==> config.mk <==
export PLATFORM = sky130hd
export DESIGN_NAME = led_sink_dot_correction_ctrl
export DESIGN_NICKNAME = d
export VERILOG_FILES = /design/src/led_sink_pkg.sv /design/src/chan_if.sv /design/src/chan_stagger.sv /design/src/led_sink_dot_correction_ctrl.sv
export SDC_FILE = /design/constraint.sdc
export NUM_CORES = 1
export LEC_CHECK = 0
export BUFFER_PORTS_ARGS = -buffer_cell sky130_fd_sc_hd__buf_2
export CAP_MARGIN = 20
export CORE_ASPECT_RATIO = 1.25
export CORE_MARGIN = 2
export CORE_UTILIZATION = 25
export DETAILED_ROUTE_END_ITERATION = 16
export PLACE_DENSITY = 0.42
export SLEW_MARGIN = 20
export SYNTH_ARGS = -nofsm -noshare
export SYNTH_HDL_FRONTEND = slang
export SYNTH_SLANG_ARGS = --single-unit
==> constraint.sdc <==
create_clock -name aclk -period 24.5 [get_ports aclk]
set_input_delay 4.9 -clock aclk [delete_from_list [all_inputs] [get_ports aclk]]
set_output_delay 4.9 -clock aclk [all_outputs]
set_load 0.05 [all_outputs]
==> src/led_sink_pkg.sv <==
// Purpose: Shared constants for the LED sink control block
// Assumes: 50 MHz system clock
// Notes: Register offsets are byte addresses on AXI4-Lite
package led_sink_pkg;
   localparam int CHANNELS = 16;
   localparam int DC_BITS = 6;
   localparam int GS_BITS = 12;
   localparam int GS_LEN = 192;
   localparam int DC_LEN = 96;
   localparam int SID_TEF_POS = 16;
   localparam int SID_DC_LO = 24;
   localparam int CLK_PERIOD_NS = 20;
   localparam int STEP_NS = 20;
   localparam int STEP_CYC = (STEP_NS + CLK_PERIOD_NS - 1) / CLK_PERIOD_NS;
   localparam int MAX_STAGGER_NS = 300;
   localparam int OPEN_DETECT_NS = 1000;
   localparam int OPEN_DETECT_CYC =
      (OPEN_DETECT_NS + CLK_PERIOD_NS - 1) / CLK_PERIOD_NS;
   localparam logic [7:0] REG_CTRL = 8'h00;
   localparam logic [7:0] REG_STATUS = 8'h04;
   localparam logic [7:0] REG_OPEN = 8'h08;
   localparam logic [7:0] REG_GSCOUNT = 8'h0c;
   localparam logic [7:0] REG_ID = 8'h10;
   localparam logic [31:0] ID_VALUE = 32'h0000_a5c3;
   localparam logic [1:0] RESP_OKAY = 2'b00;
   localparam logic [1:0] RESP_SLVERR = 2'b10;
endpackage

==> src/chan_if.sv <==
// Purpose: Bundle between control core and stagger/detect unit
// Assumes: One clock domain
// Notes: Plain wires, no clocking block
`timescale 1ns/1ns
`default_nettype none
interface chan_if #(parameter int N = 16);
   logic [N-1:0] want_on;
   logic [N-1:0] sink_on;
   logic [N-1:0] low_volt;
   logic [N-1:0] open_led;
   modport core (output want_on, output low_volt, input sink_on,
      input open_led);
   modport unit (input want_on, input low_volt, output sink_on,
      output open_led);
endinterface
`default_nettype wire

==> src/chan_stagger.sv <==
// Purpose: Per-channel switch delay and open-LED timing
// Assumes: Requests come from the same clock domain
// Notes: Step is a whole number of cycles
`timescale 1ns/1ns
`default_nettype none
module chan_stagger #(
   parameter int N = 16,
   parameter int STEP = 1,
   parameter int DETECT = 50
) (
   input wire logic aclk,
   input wire logic aresetn,
   chan_if.unit ch
);
   localparam int DW = $clog2(N * STEP + 2);
   localparam int TW = $clog2(DETECT + 2);
   genvar i;
   generate
      for (i = 0; i < N; i++) begin : g_ch
         logic [N*STEP:0] pipe_q;
         logic [TW-1:0] on_cnt_q;
         always_ff @(posedge aclk) begin
            if (!aresetn) begin
               pipe_q <= '0;
            end else begin
               pipe_q <= {pipe_q[N*STEP-1:0], ch.want_on[i]};
            end
         end
         if (i == 0) begin : g_z
            assign ch.sink_on[i] = ch.want_on[i];
         end else begin : g_d
            assign ch.sink_on[i] = pipe_q[i*STEP-1];
            stagger_step_a: assert property (@(posedge aclk) disable iff
               (!aresetn) ch.sink_on[i] == $past(ch.sink_on[i-1], STEP))
               else $error("stagger step wrong");
         end
         always_ff @(posedge aclk) begin
            if (!aresetn || !ch.sink_on[i]) begin
               on_cnt_q <= '0;
            end else if (on_cnt_q != TW'(DETECT)) begin
               on_cnt_q <= on_cnt_q + 1'b1;
            end
         end
         assign ch.open_led[i] = ch.sink_on[i] &&
            on_cnt_q == TW'(DETECT) && ch.low_volt[i];
      end
   endgenerate
   logic [DW-1:0] unused_w;
   assign unused_w = '0;
endmodule
`default_nettype wire

==> src/led_sink_dot_correction_ctrl.sv <==
// Purpose: Serial load, latches, PWM gating and error flags of LED sink
// Assumes: Link pins are asynchronous; sampled by aclk (link 160 ns)
// Notes: Registers on AXI4-Lite hold a software overheat input and status
`timescale 1ns/1ns
`default_nettype none
module led_sink_dot_correction_ctrl #(
   parameter int N = led_sink_pkg::CHANNELS
) (
   input wire logic aclk,
   input wire logic aresetn,
   input wire logic shift_clock,
   input wire logic serial_in,
   input wire logic latch_strobe,
   input wire logic mode,
   input wire logic output_disable,
   input wire logic pwm_count_clock,
   input wire logic [15:0] sink_low_volt,
   output logic serial_out,
   output logic error_out_n_o,
   output logic error_out_n_oe,
   output logic [15:0] sink_channel,
   output logic [95:0] dc_level,
   input wire logic [31:0] s_axi_awaddr,
   input wire logic s_axi_awvalid,
   output logic s_axi_awready,
   input wire logic [31:0] s_axi_wdata,
   input wire logic [3:0] s_axi_wstrb,
   input wire logic s_axi_wvalid,
   output logic s_axi_wready,
   output logic [1:0] s_axi_bresp,
   output logic s_axi_bvalid,
   input wire logic s_axi_bready,
   input wire logic [31:0] s_axi_araddr,
   input wire logic s_axi_arvalid,
   output logic s_axi_arready,
   output logic [31:0] s_axi_rdata,
   output logic [1:0] s_axi_rresp,
   output logic s_axi_rvalid,
   input wire logic s_axi_rready
);
   localparam int GL = led_sink_pkg::GS_LEN;
   localparam int DL = led_sink_pkg::DC_LEN;
   localparam int GB = led_sink_pkg::GS_BITS;
   localparam int DB = led_sink_pkg::DC_BITS;

   // Two-flop synchronisers for every pin
   logic [5:0] s1_q, s2_q, s3_q;
   logic [15:0] lv1_q, lv2_q;
   always_ff @(posedge aclk) begin
      if (!aresetn) begin
         s1_q <= '0;
         s2_q <= '0;
         s3_q <= '0;
         lv1_q <= '0;
         lv2_q <= '0;
      end else begin
         s1_q <= {pwm_count_clock, output_disable, mode, latch_strobe,
            serial_in, shift_clock};
         s2_q <= s1_q;
         s3_q <= s2_q;
         lv1_q <= sink_low_volt;
         lv2_q <= lv1_q;
      end
   end
   logic sclk_rise, sdi, latch, latch_fall, mode_dc, dis, dis_rise;
   logic gclk_rise;
   assign sclk_rise = s2_q[0] && !s3_q[0];
   assign sdi = s2_q[1];
   assign latch = s2_q[2];
   assign latch_fall = !s2_q[2] && s3_q[2];
   assign mode_dc = s2_q[3];
   assign dis = s2_q[4];
   assign dis_rise = s2_q[4] && !s3_q[4];
   assign gclk_rise = s2_q[5] && !s3_q[5];

   // Software-driven overheat indication and status mirror
   logic overheat_in_q, overheat_flag;
   logic [N-1:0] open_led_flag;
   logic [N-1:0] open_cap_q;

   assign overheat_flag = overheat_in_q;

   // Shift register and status packet
   logic [GL-1:0] shreg_q;
   logic [GB*N-1:0] gs_q;
   logic [DB*N-1:0] dc_q;
   logic latch_q;
   always_ff @(posedge aclk) begin
      if (!aresetn) begin
         latch_q <= 1'b0;
      end else begin
         latch_q <= latch;
      end
   end
   always_ff @(posedge aclk) begin
      if (!aresetn) begin
         open_cap_q <= '0;
      end else if (latch_fall) begin
         open_cap_q <= open_led_flag;
      end
   end
   logic [GL-1:0] status_info_packet;
   always_comb begin
      status_info_packet = '0;
      status_info_packet[N-1:0] = open_cap_q;
      status_info_packet[led_sink_pkg::SID_TEF_POS] = overheat_flag;
      status_info_packet[led_sink_pkg::SID_DC_LO +: DL] = dc_q;
   end
   always_ff @(posedge aclk) begin
      if (!aresetn) begin
         shreg_q <= '0;
      end else if (latch_fall && !mode_dc) begin
         shreg_q <= status_info_packet;
      end else if (sclk_rise && !latch) begin
         if (mode_dc) begin
            shreg_q[DL-1:0] <= {shreg_q[DL-2:0], sdi};
         end else begin
            shreg_q <= {shreg_q[GL-2:0], sdi};
         end
      end
   end
   always_ff @(posedge aclk) begin
      if (!aresetn) begin
         serial_out <= 1'b0;
      end else begin
         serial_out <= mode_dc ? shreg_q[DL-1] : shreg_q[GL-1];
      end
   end
   always_ff @(posedge aclk) begin
      if (latch && !mode_dc && !latch_q) begin
         gs_q <= shreg_q;
      end
   end
   always_ff @(posedge aclk) begin
      if (latch && mode_dc) begin
         dc_q <= shreg_q[DL-1:0];
      end
   end
   always_ff @(posedge aclk) begin
      if (!aresetn) begin
         dc_level <= '0;
      end else begin
         dc_level <= dc_q;
      end
   end

   // Grayscale counter
   logic [GB-1:0] gcnt_q;
   logic run_q;
   always_ff @(posedge aclk) begin
      if (!aresetn || dis) begin
         gcnt_q <= '0;
      end else if (gclk_rise && gcnt_q != {GB{1'b1}}) begin
         gcnt_q <= gcnt_q + 1'b1;
      end
   end
   // After a disable rise, sink_channel follows stagger until it has passed
   logic [4:0] hold_q;
   localparam int HOLD = led_sink_pkg::MAX_STAGGER_NS /
      led_sink_pkg::CLK_PERIOD_NS;
   always_ff @(posedge aclk) begin
      if (!aresetn) begin
         run_q <= 1'b0;
      end else begin
         run_q <= !dis;
      end
   end
   always_ff @(posedge aclk) begin
      if (!aresetn) begin
         hold_q <= '0;
      end else if (dis_rise) begin
         hold_q <= 5'(HOLD);
      end else if (hold_q != '0) begin
         hold_q <= hold_q - 1'b1;
      end
   end

   chan_if #(.N(N)) ch ();
   genvar i;
   generate
      for (i = 0; i < N; i++) begin : g_req
         logic [GB-1:0] lvl;
         assign lvl = gs_q[i*GB +: GB];
         assign ch.want_on[i] = !dis && gcnt_q != '0 && gcnt_q <= lvl;
      end
   endgenerate
   assign ch.low_volt = lv2_q;
   chan_stagger #(
      .N(N),
      .STEP(led_sink_pkg::STEP_CYC),
      .DETECT(led_sink_pkg::OPEN_DETECT_CYC)
   ) u_stagger (
      .aclk(aclk),
      .aresetn(aresetn),
      .ch(ch)
   );
   // Hard off while disabled past stagger
   always_ff @(posedge aclk) begin
      if (!aresetn) begin
         sink_channel <= '0;
      end else if (dis && hold_q == '0 && !dis_rise) begin
         sink_channel <= '0;
      end else begin
         sink_channel <= ch.sink_on;
      end
   end
   assign open_led_flag = ch.open_led;

   always_ff @(posedge aclk) begin
      if (!aresetn) begin
         error_out_n_oe <= 1'b0;
      end else begin
         error_out_n_oe <= overheat_flag || (!dis && |open_led_flag);
      end
   end
   assign error_out_n_o = 1'b0;

   // AXI4-Lite slave
   logic [7:0] awa_q, ara_q;
   logic aw_have_q, w_have_q;
   logic [31:0] wd_q;
   always_ff @(posedge aclk) begin
      if (!aresetn) begin
         aw_have_q <= 1'b0;
         w_have_q <= 1'b0;
         awa_q <= '0;
         wd_q <= '0;
         s_axi_bvalid <= 1'b0;
         s_axi_bresp <= led_sink_pkg::RESP_OKAY;
         overheat_in_q <= 1'b0;
      end else begin
         if (s_axi_awvalid && s_axi_awready) begin
            aw_have_q <= 1'b1;
            awa_q <= s_axi_awaddr[7:0];
         end
         if (s_axi_wvalid && s_axi_wready) begin
            w_have_q <= 1'b1;
            wd_q <= s_axi_wdata;
         end
         if (aw_have_q && w_have_q && !s_axi_bvalid) begin
            aw_have_q <= 1'b0;
            w_have_q <= 1'b0;
            s_axi_bvalid <= 1'b1;
            if (awa_q == led_sink_pkg::REG_CTRL) begin
               s_axi_bresp <= led_sink_pkg::RESP_OKAY;
               overheat_in_q <= wd_q[0];
            end else begin
               s_axi_bresp <= led_sink_pkg::RESP_SLVERR;
            end
         end else if (s_axi_bvalid && s_axi_bready) begin
            s_axi_bvalid <= 1'b0;
         end
      end
   end
   always_ff @(posedge aclk) begin
      if (!aresetn) begin
         s_axi_awready <= 1'b0;
         s_axi_wready <= 1'b0;
      end else begin
         s_axi_awready <= !aw_have_q && !s_axi_awready && !s_axi_bvalid;
         s_axi_wready <= !w_have_q && !s_axi_wready && !s_axi_bvalid;
      end
   end
   logic [31:0] rd;
   always_comb begin
      rd = '0;
      case (ara_q)
         led_sink_pkg::REG_CTRL: rd = {31'h0, overheat_in_q};
         led_sink_pkg::REG_STATUS: rd = {26'h0, mode_dc, dis, latch,
            !error_out_n_oe, 1'b0, overheat_flag};
         led_sink_pkg::REG_OPEN: rd = {16'h0, open_led_flag};
         led_sink_pkg::REG_GSCOUNT: rd = {20'h0, gcnt_q};
         led_sink_pkg::REG_ID: rd = led_sink_pkg::ID_VALUE;
         default: rd = '0;
      endcase
   end
   logic ar_have_q;
   always_ff @(posedge aclk) begin
      if (!aresetn) begin
         s_axi_arready <= 1'b0;
         ar_have_q <= 1'b0;
         ara_q <= '0;
         s_axi_rvalid <= 1'b0;
         s_axi_rdata <= '0;
         s_axi_rresp <= led_sink_pkg::RESP_OKAY;
      end else begin
         s_axi_arready <= !ar_have_q && !s_axi_arready && !s_axi_rvalid;
         if (s_axi_arvalid && s_axi_arready) begin
            ar_have_q <= 1'b1;
            ara_q <= s_axi_araddr[7:0];
         end
         if (ar_have_q && !s_axi_rvalid) begin
            ar_have_q <= 1'b0;
            s_axi_rvalid <= 1'b1;
            s_axi_rdata <= rd;
            s_axi_rresp <= (ara_q <= led_sink_pkg::REG_ID &&
               ara_q[1:0] == 2'b00) ? led_sink_pkg::RESP_OKAY :
               led_sink_pkg::RESP_SLVERR;
         end else if (s_axi_rvalid && s_axi_rready) begin
            s_axi_rvalid <= 1'b0;
         end
      end
   end

   overheat_err_a: assert property (@(posedge aclk) disable iff (!aresetn)
      overheat_flag |=> error_out_n_oe) else $error("overheat no err");
   mask_open_a: assert property (@(posedge aclk) disable iff (!aresetn)
      (dis && !overheat_flag) |=> !error_out_n_oe)
      else $error("open not masked");
   gs_clear_a: assert property (@(posedge aclk) disable iff (!aresetn)
      dis |=> gcnt_q == '0) else $error("count not cleared");
   sid_tef_a: assert property (@(posedge aclk) disable iff (!aresetn)
      (latch_fall && !mode_dc) |=> shreg_q[16] == $past(overheat_flag))
      else $error("status tef wrong");
   dc_follow_a: assert property (@(posedge aclk) disable iff (!aresetn)
      (latch && mode_dc) |=> dc_q == $past(shreg_q[95:0]))
      else $error("dc not transparent");
   open_cap_a: assert property (@(posedge aclk) disable iff (!aresetn)
      latch_fall |=> open_cap_q == $past(open_led_flag))
      else $error("open capture wrong");
   dis_off_a: assert property (@(posedge aclk) disable iff (!aresetn)
      (dis && hold_q == '0 && !dis_rise) |=> sink_channel == '0)
      else $error("channel on while off");
   dc_shift_a: assert property (@(posedge aclk) disable iff (!aresetn)
      (sclk_rise && !latch && mode_dc && !latch_fall) |=>
      shreg_q[0] == $past(sdi) && shreg_q[191:96] == $past(shreg_q[191:96]))
      else $error("dc shift length");
endmodule
`default_nettype wire

==> results of run 1 <==
## metal layers
layer | wire length, um | share of wire [%] | vias to the layer above
met5 | 0 | 0 | -
met4 | 2420 | 2.4 | 0
met3 | 3960 | 3.9 | 125
met2 | 48200 | 48 | 422
met1 | 46400 | 46 | 11622
li1 | - | - | 12067
## power by group
part | internal [mW] | leakage [nW] | total (mW) | switching, mW
Combinational | 0.0471 | 8.71 | 0.144 | 0.0972
Sequential | 1.63 | 7.87 | 1.65 | 0.0251
Clock | 0.931 | 1.74 | 1.60 | 0.672
## worst min path at each step
stage	start	to	slack, ps	cells past startpoint
floorplan	lv1_q[0]	ch.low_volt[0]	410	1
global placement	u_stagger.g_ch[13].pipe_q[7]	u_stagger.g_ch[13].pipe_q[8]	410	1
detailed placement	u_stagger.g_ch[12].pipe_q[9]	u_stagger.g_ch[12].pipe_q[10]	420	1
CTS	shreg_q[189]	gs_q[189]	410	0
global route	shreg_q[187]	gs_q[187]	430	0
finish	u_stagger.g_ch[13].pipe_q[6]	u_stagger.g_ch[13].pipe_q[7]	410	1
## cells by family after synthesis
logic type | Yosys count | synth area share (%)
flip-flops | 935 | 58.8
multiplexers | 7 | 0.197
adder cells (fa/ha/maj) | 227 | 7.73
AND/OR/NAND/NOR | 1324 | 17.5
buffers and inverters | 374 | 4.17
XOR/XNOR | 89 | 2.12
AO/OA/AOI/OAI | 486 | 9.49
other | 1 | 0.0102
## layout by cell type, fill, tap and decap left out, types with 10 or more instances in the layout
master / netlist / final
a211oi_1: 13 / 13
a21boi_0: 31 / 31
a21o_1: 33 / 33
a21oi_1: 170 / 170
and2_1: 257 / 256
and4_1: 11 / 11
buf_2: 42 / 181
buf_4: 20 / 34
clkbuf_1: 97 / 23
clkbuf_16: 0 / 109
clkbuf_8: 0 / 12
clkinv_2: 0 / 23
conb_1: 1 / 19
dfxtp_1: 647 / 645
edfxtp_1: 288 / 288
ha_1: 227 / 227
inv_1: 209 / 209
nand2_1: 501 / 500
nand2b_1: 15 / 12
nand3_1: 158 / 158
nand4_1: 35 / 35
nor2_1: 207 / 207
nor2b_1: 26 / 25
nor3_1: 45 / 42
o211a_1: 92 / 92
o21a_1: 14 / 14
o21ai_0: 46 / 46
o221a_2: 24 / 24
or2_2: 10 / 10
xnor2_1: 56 / 56
xor2_1: 33 / 33
## worst max-delay path, cell delays in order
cell	delay, ps
buf_8	360
buf_4	670
buf_4	620
buf_4	690
nand2_1	340
nor3_1	240
## sequential cells by signal, indices dropped and copies added (netlist names), 4 cells and up
name,flops
ara_q,8
awa_q,8
ch.low_volt,16
dc_level,96
dc_q,96
gcnt_q,12
gs_q,192
hold_q,5
lv1_q,16
open_cap_q,16
s1_q,6
s2_q,6
s3_q,4
s_axi_rdata,16
shreg_q,192
sink_channel,16
u_stagger.g_ch.on_cnt_q,96
u_stagger.g_ch.pipe_q,120
## final cells by class
class,instances,area share (%)
Antenna cell,4,0.0231
Timing Repair Buffer,217,2.77
Sequential cell,935,50.0
Inverter,209,1.81
Multi-Input combinational cell,2152,31.8
Tap cell,1908,5.52
Clock inverter,49,1.26
Clock buffer,144,6.89
## per-stage QoR
stage | power, mW | std cells | instance area [um2] | utilization [%]
2_1_floorplan | 1.79 | 3461 | 36800 | -
3_3_place_gp | 1.83 | 5421 | 39700 | 27.2
3_5_place_dp | 1.83 | 5421 | 39700 | 27.2
4_1_cts | 3.47 | 5614 | 43200 | 29.6
5_1_grt | 3.54 | 5614 | 43200 | 29.6
6_report | 3.40 | 5618 | 43200 | 29.6
==> results.cfg, run 1 <==
[worst_setup_path]
critPathKind = in2reg
rr_startpoint = gcnt_q[1]
end_kind = register
ff2ff_setup_slack_ps = 21260
ff2ff_path_depth = 7
r2r-end = u_stagger.g_ch[0].on_cnt_q[1]
critPathArrivalTime_ps = 7970
crit_end = u_stagger.g_ch[8].on_cnt_q[2]
crit_fanout = 85
start_kind = input pin
startpoint = aresetn
crit_required_ps = 25100

[timing]
min_period_over_period_pct = 30.1
setup_viol = 0
hold_violations = 0
slew_headroom_pct = 30.2
rsz0062_at_grt = false
finalMaxSlewViolations = 0
clock_skew_ps = 50.7
fmax_mhz = 136
fin_crit_ps = 7370
fin_tns_setup_ps = 0
layout_setup_ws_ps = 17130
worst_pin_slew_ps = 1050
worst_hold_slack_ps = 410

[floorplan]
dieArea_mm2 = 0.150
die_y_um = 433
core-area_mm2 = 0.146
die_w_um = 347
io_pins = 285
initial_core_util_pct = 25.1
rows = 157

[clock_network]
cts_buffers = 102
cts_setup_buffers = 0
ctsResizeCount = 0
clk_path_buf_depth = 3
cts-root-buf = clkbuf_16
clkLatencyLatePin_ps = 720
htreeDepth = 3
clkTransAtPathRegs_ps = 60
cts_tree = done
cts_num_sinks = 935
ctsHoldBuffers = 0

[yosys]
synth_top_area_cell = dfxtp_1
synthTopCellsByArea = dfxtp_1 35%, edfxtp_1 24%, ha_1 7.7%
synth_top_area_share_pct = 35.2
synth_area_per_cell_um2 = 10.7
syn_inst = 3443
yosysWarningCount = 0
synth-seq-cells = 935
ys.flop_type = dfxtp_1
synth_cell_types = 67
yosysSeqAreaShare_pct = 58.8
synth_most_common_cell = dfxtp_1
async_reset_ff_share_pct = 0
syn-cell-area_mm2 = 0.0367
yosys-top-cells-count = 647 x dfxtp_1, 501 x nand2_1, 288 x edfxtp_1, 257 x and2_1, 227 x ha_1
synth_edf_count = 288

[pwr]
p_leak_nw = 18.3
vdd_ir_drop_max_mv = 0.0560
powerDensity_mw_per_mm2 = 78.6

[route]
wl_per_cell_um = 18.0
firstDrtPassIters = 7
drt_iter0_drc = 1309
ant_nets = 0
vias = 24236
totalWireLength_um = 101000
vias_per_cell = 4.31
drc = 0

[cells_and_area]
nets = 3973
drive_above_1_share_pct = 12.3
fillers = 15235
multi_input_area_mm2 = 0.0137
syn2layout_area_growth_pct = 17.7
seqCellArea_mm2 = 0.0216

[global_route]
grt_pass1_wl_um = 151000
grt_overflow = 0
busiest_layer = met2
met3_usage_pct = 2.05
track_usage_pct = 13.3
grt_max_degree = 133
grt_pass1_vias = 23607
globalRouteMet1Util_pct = 17.5
gr-usage-met2_pct = 22.3
grt_antenna_before_repair = 9

[place]
io_buffers = 182
place_congestion = 0.757
place_hpwl_um = 64600
place_ws_ps = 16340

[worst_hold_path]
hold_class = reg2reg

[job]
maxCapViolations = 0

[run_status]
status = finished clean
Power figures use the tool's default switching activity.
==> run 2, diff against run 1 <==
Settings changed: ABC_AREA set to 1.
Clock period 24.5 ns to 7.54 ns, I/O delays scaled along.
==> run 2 against run 1 <==
Wire length rose by 1.2%; sequential power rose to 3.3 times the previous value; die area rose by 0.39%; clock skew rose by 27 ps; highest routed layer unchanged.
==> results.cfg, run 2 <==
[global_route]
grt_overflow = 0
grt_antenna_before_repair = 4
grt_max_degree = 129
track_usage_pct = 13.5
grt_pass1_wl_um = 155000
grt_pass1_vias = 25366

[timing]
fin_tns_setup_ps = 0
min_period_over_period_pct = 48.4
hold_violations = 0
rsz0062_at_grt = false
worst_pin_slew_ps = 1080
finalMaxSlewViolations = 0
layout_setup_ws_ps = 3890
clock_skew_ps = 77.5
setup_viol = 0
slew_headroom_pct = 28.0
fin_crit_ps = 3650
fmax_mhz = 274

[yosys]
synth_top_area_share_pct = 35.1
synthTopCellsByArea = dfxtp_1 35%, edfxtp_1 23%, nand2_1 9.2%
syn-cell-area_mm2 = 0.0369
synth_top_area_cell = dfxtp_1
synth_edf_count = 288
synth-seq-cells = 935
yosys-top-cells-count = 904 x nand2_1, 647 x dfxtp_1, 630 x inv_1, 288 x edfxtp_1, 260 x a21oi_1
yosysWarningCount = 0
ys.flop_type = dfxtp_1
synth_area_per_cell_um2 = 9.33
yosysSeqAreaShare_pct = 58.6
synth_cell_types = 43
syn_inst = 3953
synth_most_common_cell = nand2_1
async_reset_ff_share_pct = 0

[route]
vias_per_cell = 4.31
firstDrtPassIters = 5
vias = 26438
totalWireLength_um = 102000
drc = 0
drt_iter0_drc = 1524
ant_nets = 0
wl_per_cell_um = 16.6

[worst_setup_path]
startpoint = s2_q[2]
slowest_stage = nand2_4
critPathKind = reg2reg
slowest_delay_ps = 840
rr_startpoint = s2_q[2]
crit_fanout = 99
crit_chain = inv_2 -> nand2_4 -> nor2_4 -> clkinv_2 -> nand2_4 -> buf_4 -> o21ai_0 -> a31oi_1
crit_required_ps = 8170
cp_num_buf_inv = 3
path_common_cell = nand2_4
end_kind = register
crit_family = simple AND/OR/NAND/NOR gates
ff2ff_setup_slack_ps = 3890
start_kind = register
critPathArrivalTime_ps = 4280

[floorplan]
core-area_mm2 = 0.147
io_pins = 285
die_w_um = 348
die_y_um = 433
rows = 157
initial_core_util_pct = 25.2
dieArea_mm2 = 0.151

[pwr]
internal-power_mw = 8.71
power_mw = 11.4
clockPowerShare_pct = 48.4
switchingPower_mw = 2.71
swShare_pct = 23.8
power_frac_comb_pct = 4.4
p_leak_nw = 19.8
vdd_ir_drop_max_mv = 0.202
powerDensity_mw_per_mm2 = 262
seqPwrFrac_pct = 47.2

[cells_and_area]
nets = 4495
top_regs = gs_q x192, shreg_q x192, u_stagger.g_ch.pipe_q x120
fillers = 15567
layout_common_cells = 902 x nand2_1, 645 x dfxtp_1, 628 x inv_1, 288 x edfxtp_1, 260 x a21oi_1
final_util_pct = 29.7
final_area_mm2 = 0.0436
drive_above_1_share_pct = 9.83
mostFrequentLayoutCell = nand2_1
syn2layout_area_growth_pct = 18.1
seqCellArea_mm2 = 0.0216
multi_input_area_mm2 = 0.0122

[clock_network]
ctsResizeCount = 0
cts_setup_buffers = 0
cts-root-buf = clkbuf_16
clk_path_buf_depth = 3
cts_tree = done
clkTransAtPathRegs_ps = 70
htreeDepth = 3
cts_num_sinks = 935
cts_buffers = 103
ctsHoldBuffers = 0
clkLatencyLatePin_ps = 740

[place]
dpl_cell_area_mm2 = 0.0398
place_congestion = 0.764
io_buffers = 182
place_ws_ps = 3440
place_hpwl_um = 66700

[job]
maxCapViolations = 0

[run_status]
status = finished clean

[worst_hold_path]
min_from = u_stagger.g_ch[8].pipe_q[0]
hold_class = reg2reg
## run 2: worst min-delay path: cells and delay by family (launching register included)
| kind | cells | cell delay [ps] |
|---|---|---|
| DFF | 1 | 300 |
| and+or+nand+nor | 1 | 50 |
| buffers and inverters | 1 | 40 |
## run 2: power groups by stage
stage	sequential (mW)	combinational, mW	clock (mW)
finish	5.39	0.506	5.53
global route	5.40	0.579	5.91
CTS	5.39	0.518	5.71
detailed placement	5.50	0.516	0
global placement	5.50	0.512	0
floorplan	5.52	0.324	0
## run 2: worst paths after layout
| path | endpoint | depth (start not counted) |
|---|---|---|
| worst max-delay path | shreg_q[58] | 8 |
| worst min-delay path | u_stagger.g_ch[8].pipe_q[1] | 2 |
| worst max register to register | shreg_q[58] | 8 |
| worst min register to register | u_stagger.g_ch[8].pipe_q[1] | 2 |
## run 2: kinds of logic after synthesis
logic type / after synthesis / share of synthesized area (%)
simple gates: 1377 / 15.6
flops: 935 / 58.6
buf+inv: 790 / 8.57
compound gates: 588 / 8.73
fa+ha+maj: 227 / 7.70
xor+xnor: 35 / 0.831
other cells: 1 / 0.0102
## run 2: stage by stage
step / hold WS, ps / cells
4_1_cts: 389 / 6138
3_3_place_gp: 392 / 5942
5_1_grt: 419 / 6139
6_report: 386 / 6139
2_1_floorplan: 390 / 3971
3_5_place_dp: 395 / 5942
## run 2: final cells by class
cell class	instances	share of cell area, %
Antenna cell	1	0.00574
Multi-Input combinational cell	2246	28.1
Sequential cell	935	49.6
Clock buffer	128	6.48
Inverter	639	5.51
Tap cell	1908	5.48
Clock inverter	68	2.19
Timing Repair Buffer	214	2.69
## run 2: routing by layer
metal / track usage (%) / share of wire [%]
met1: 18.0 / 47
met2: 22.6 / 47
met3: 1.92 / 4.1
met4: 4.26 / 2.3
met5: 0 / 0
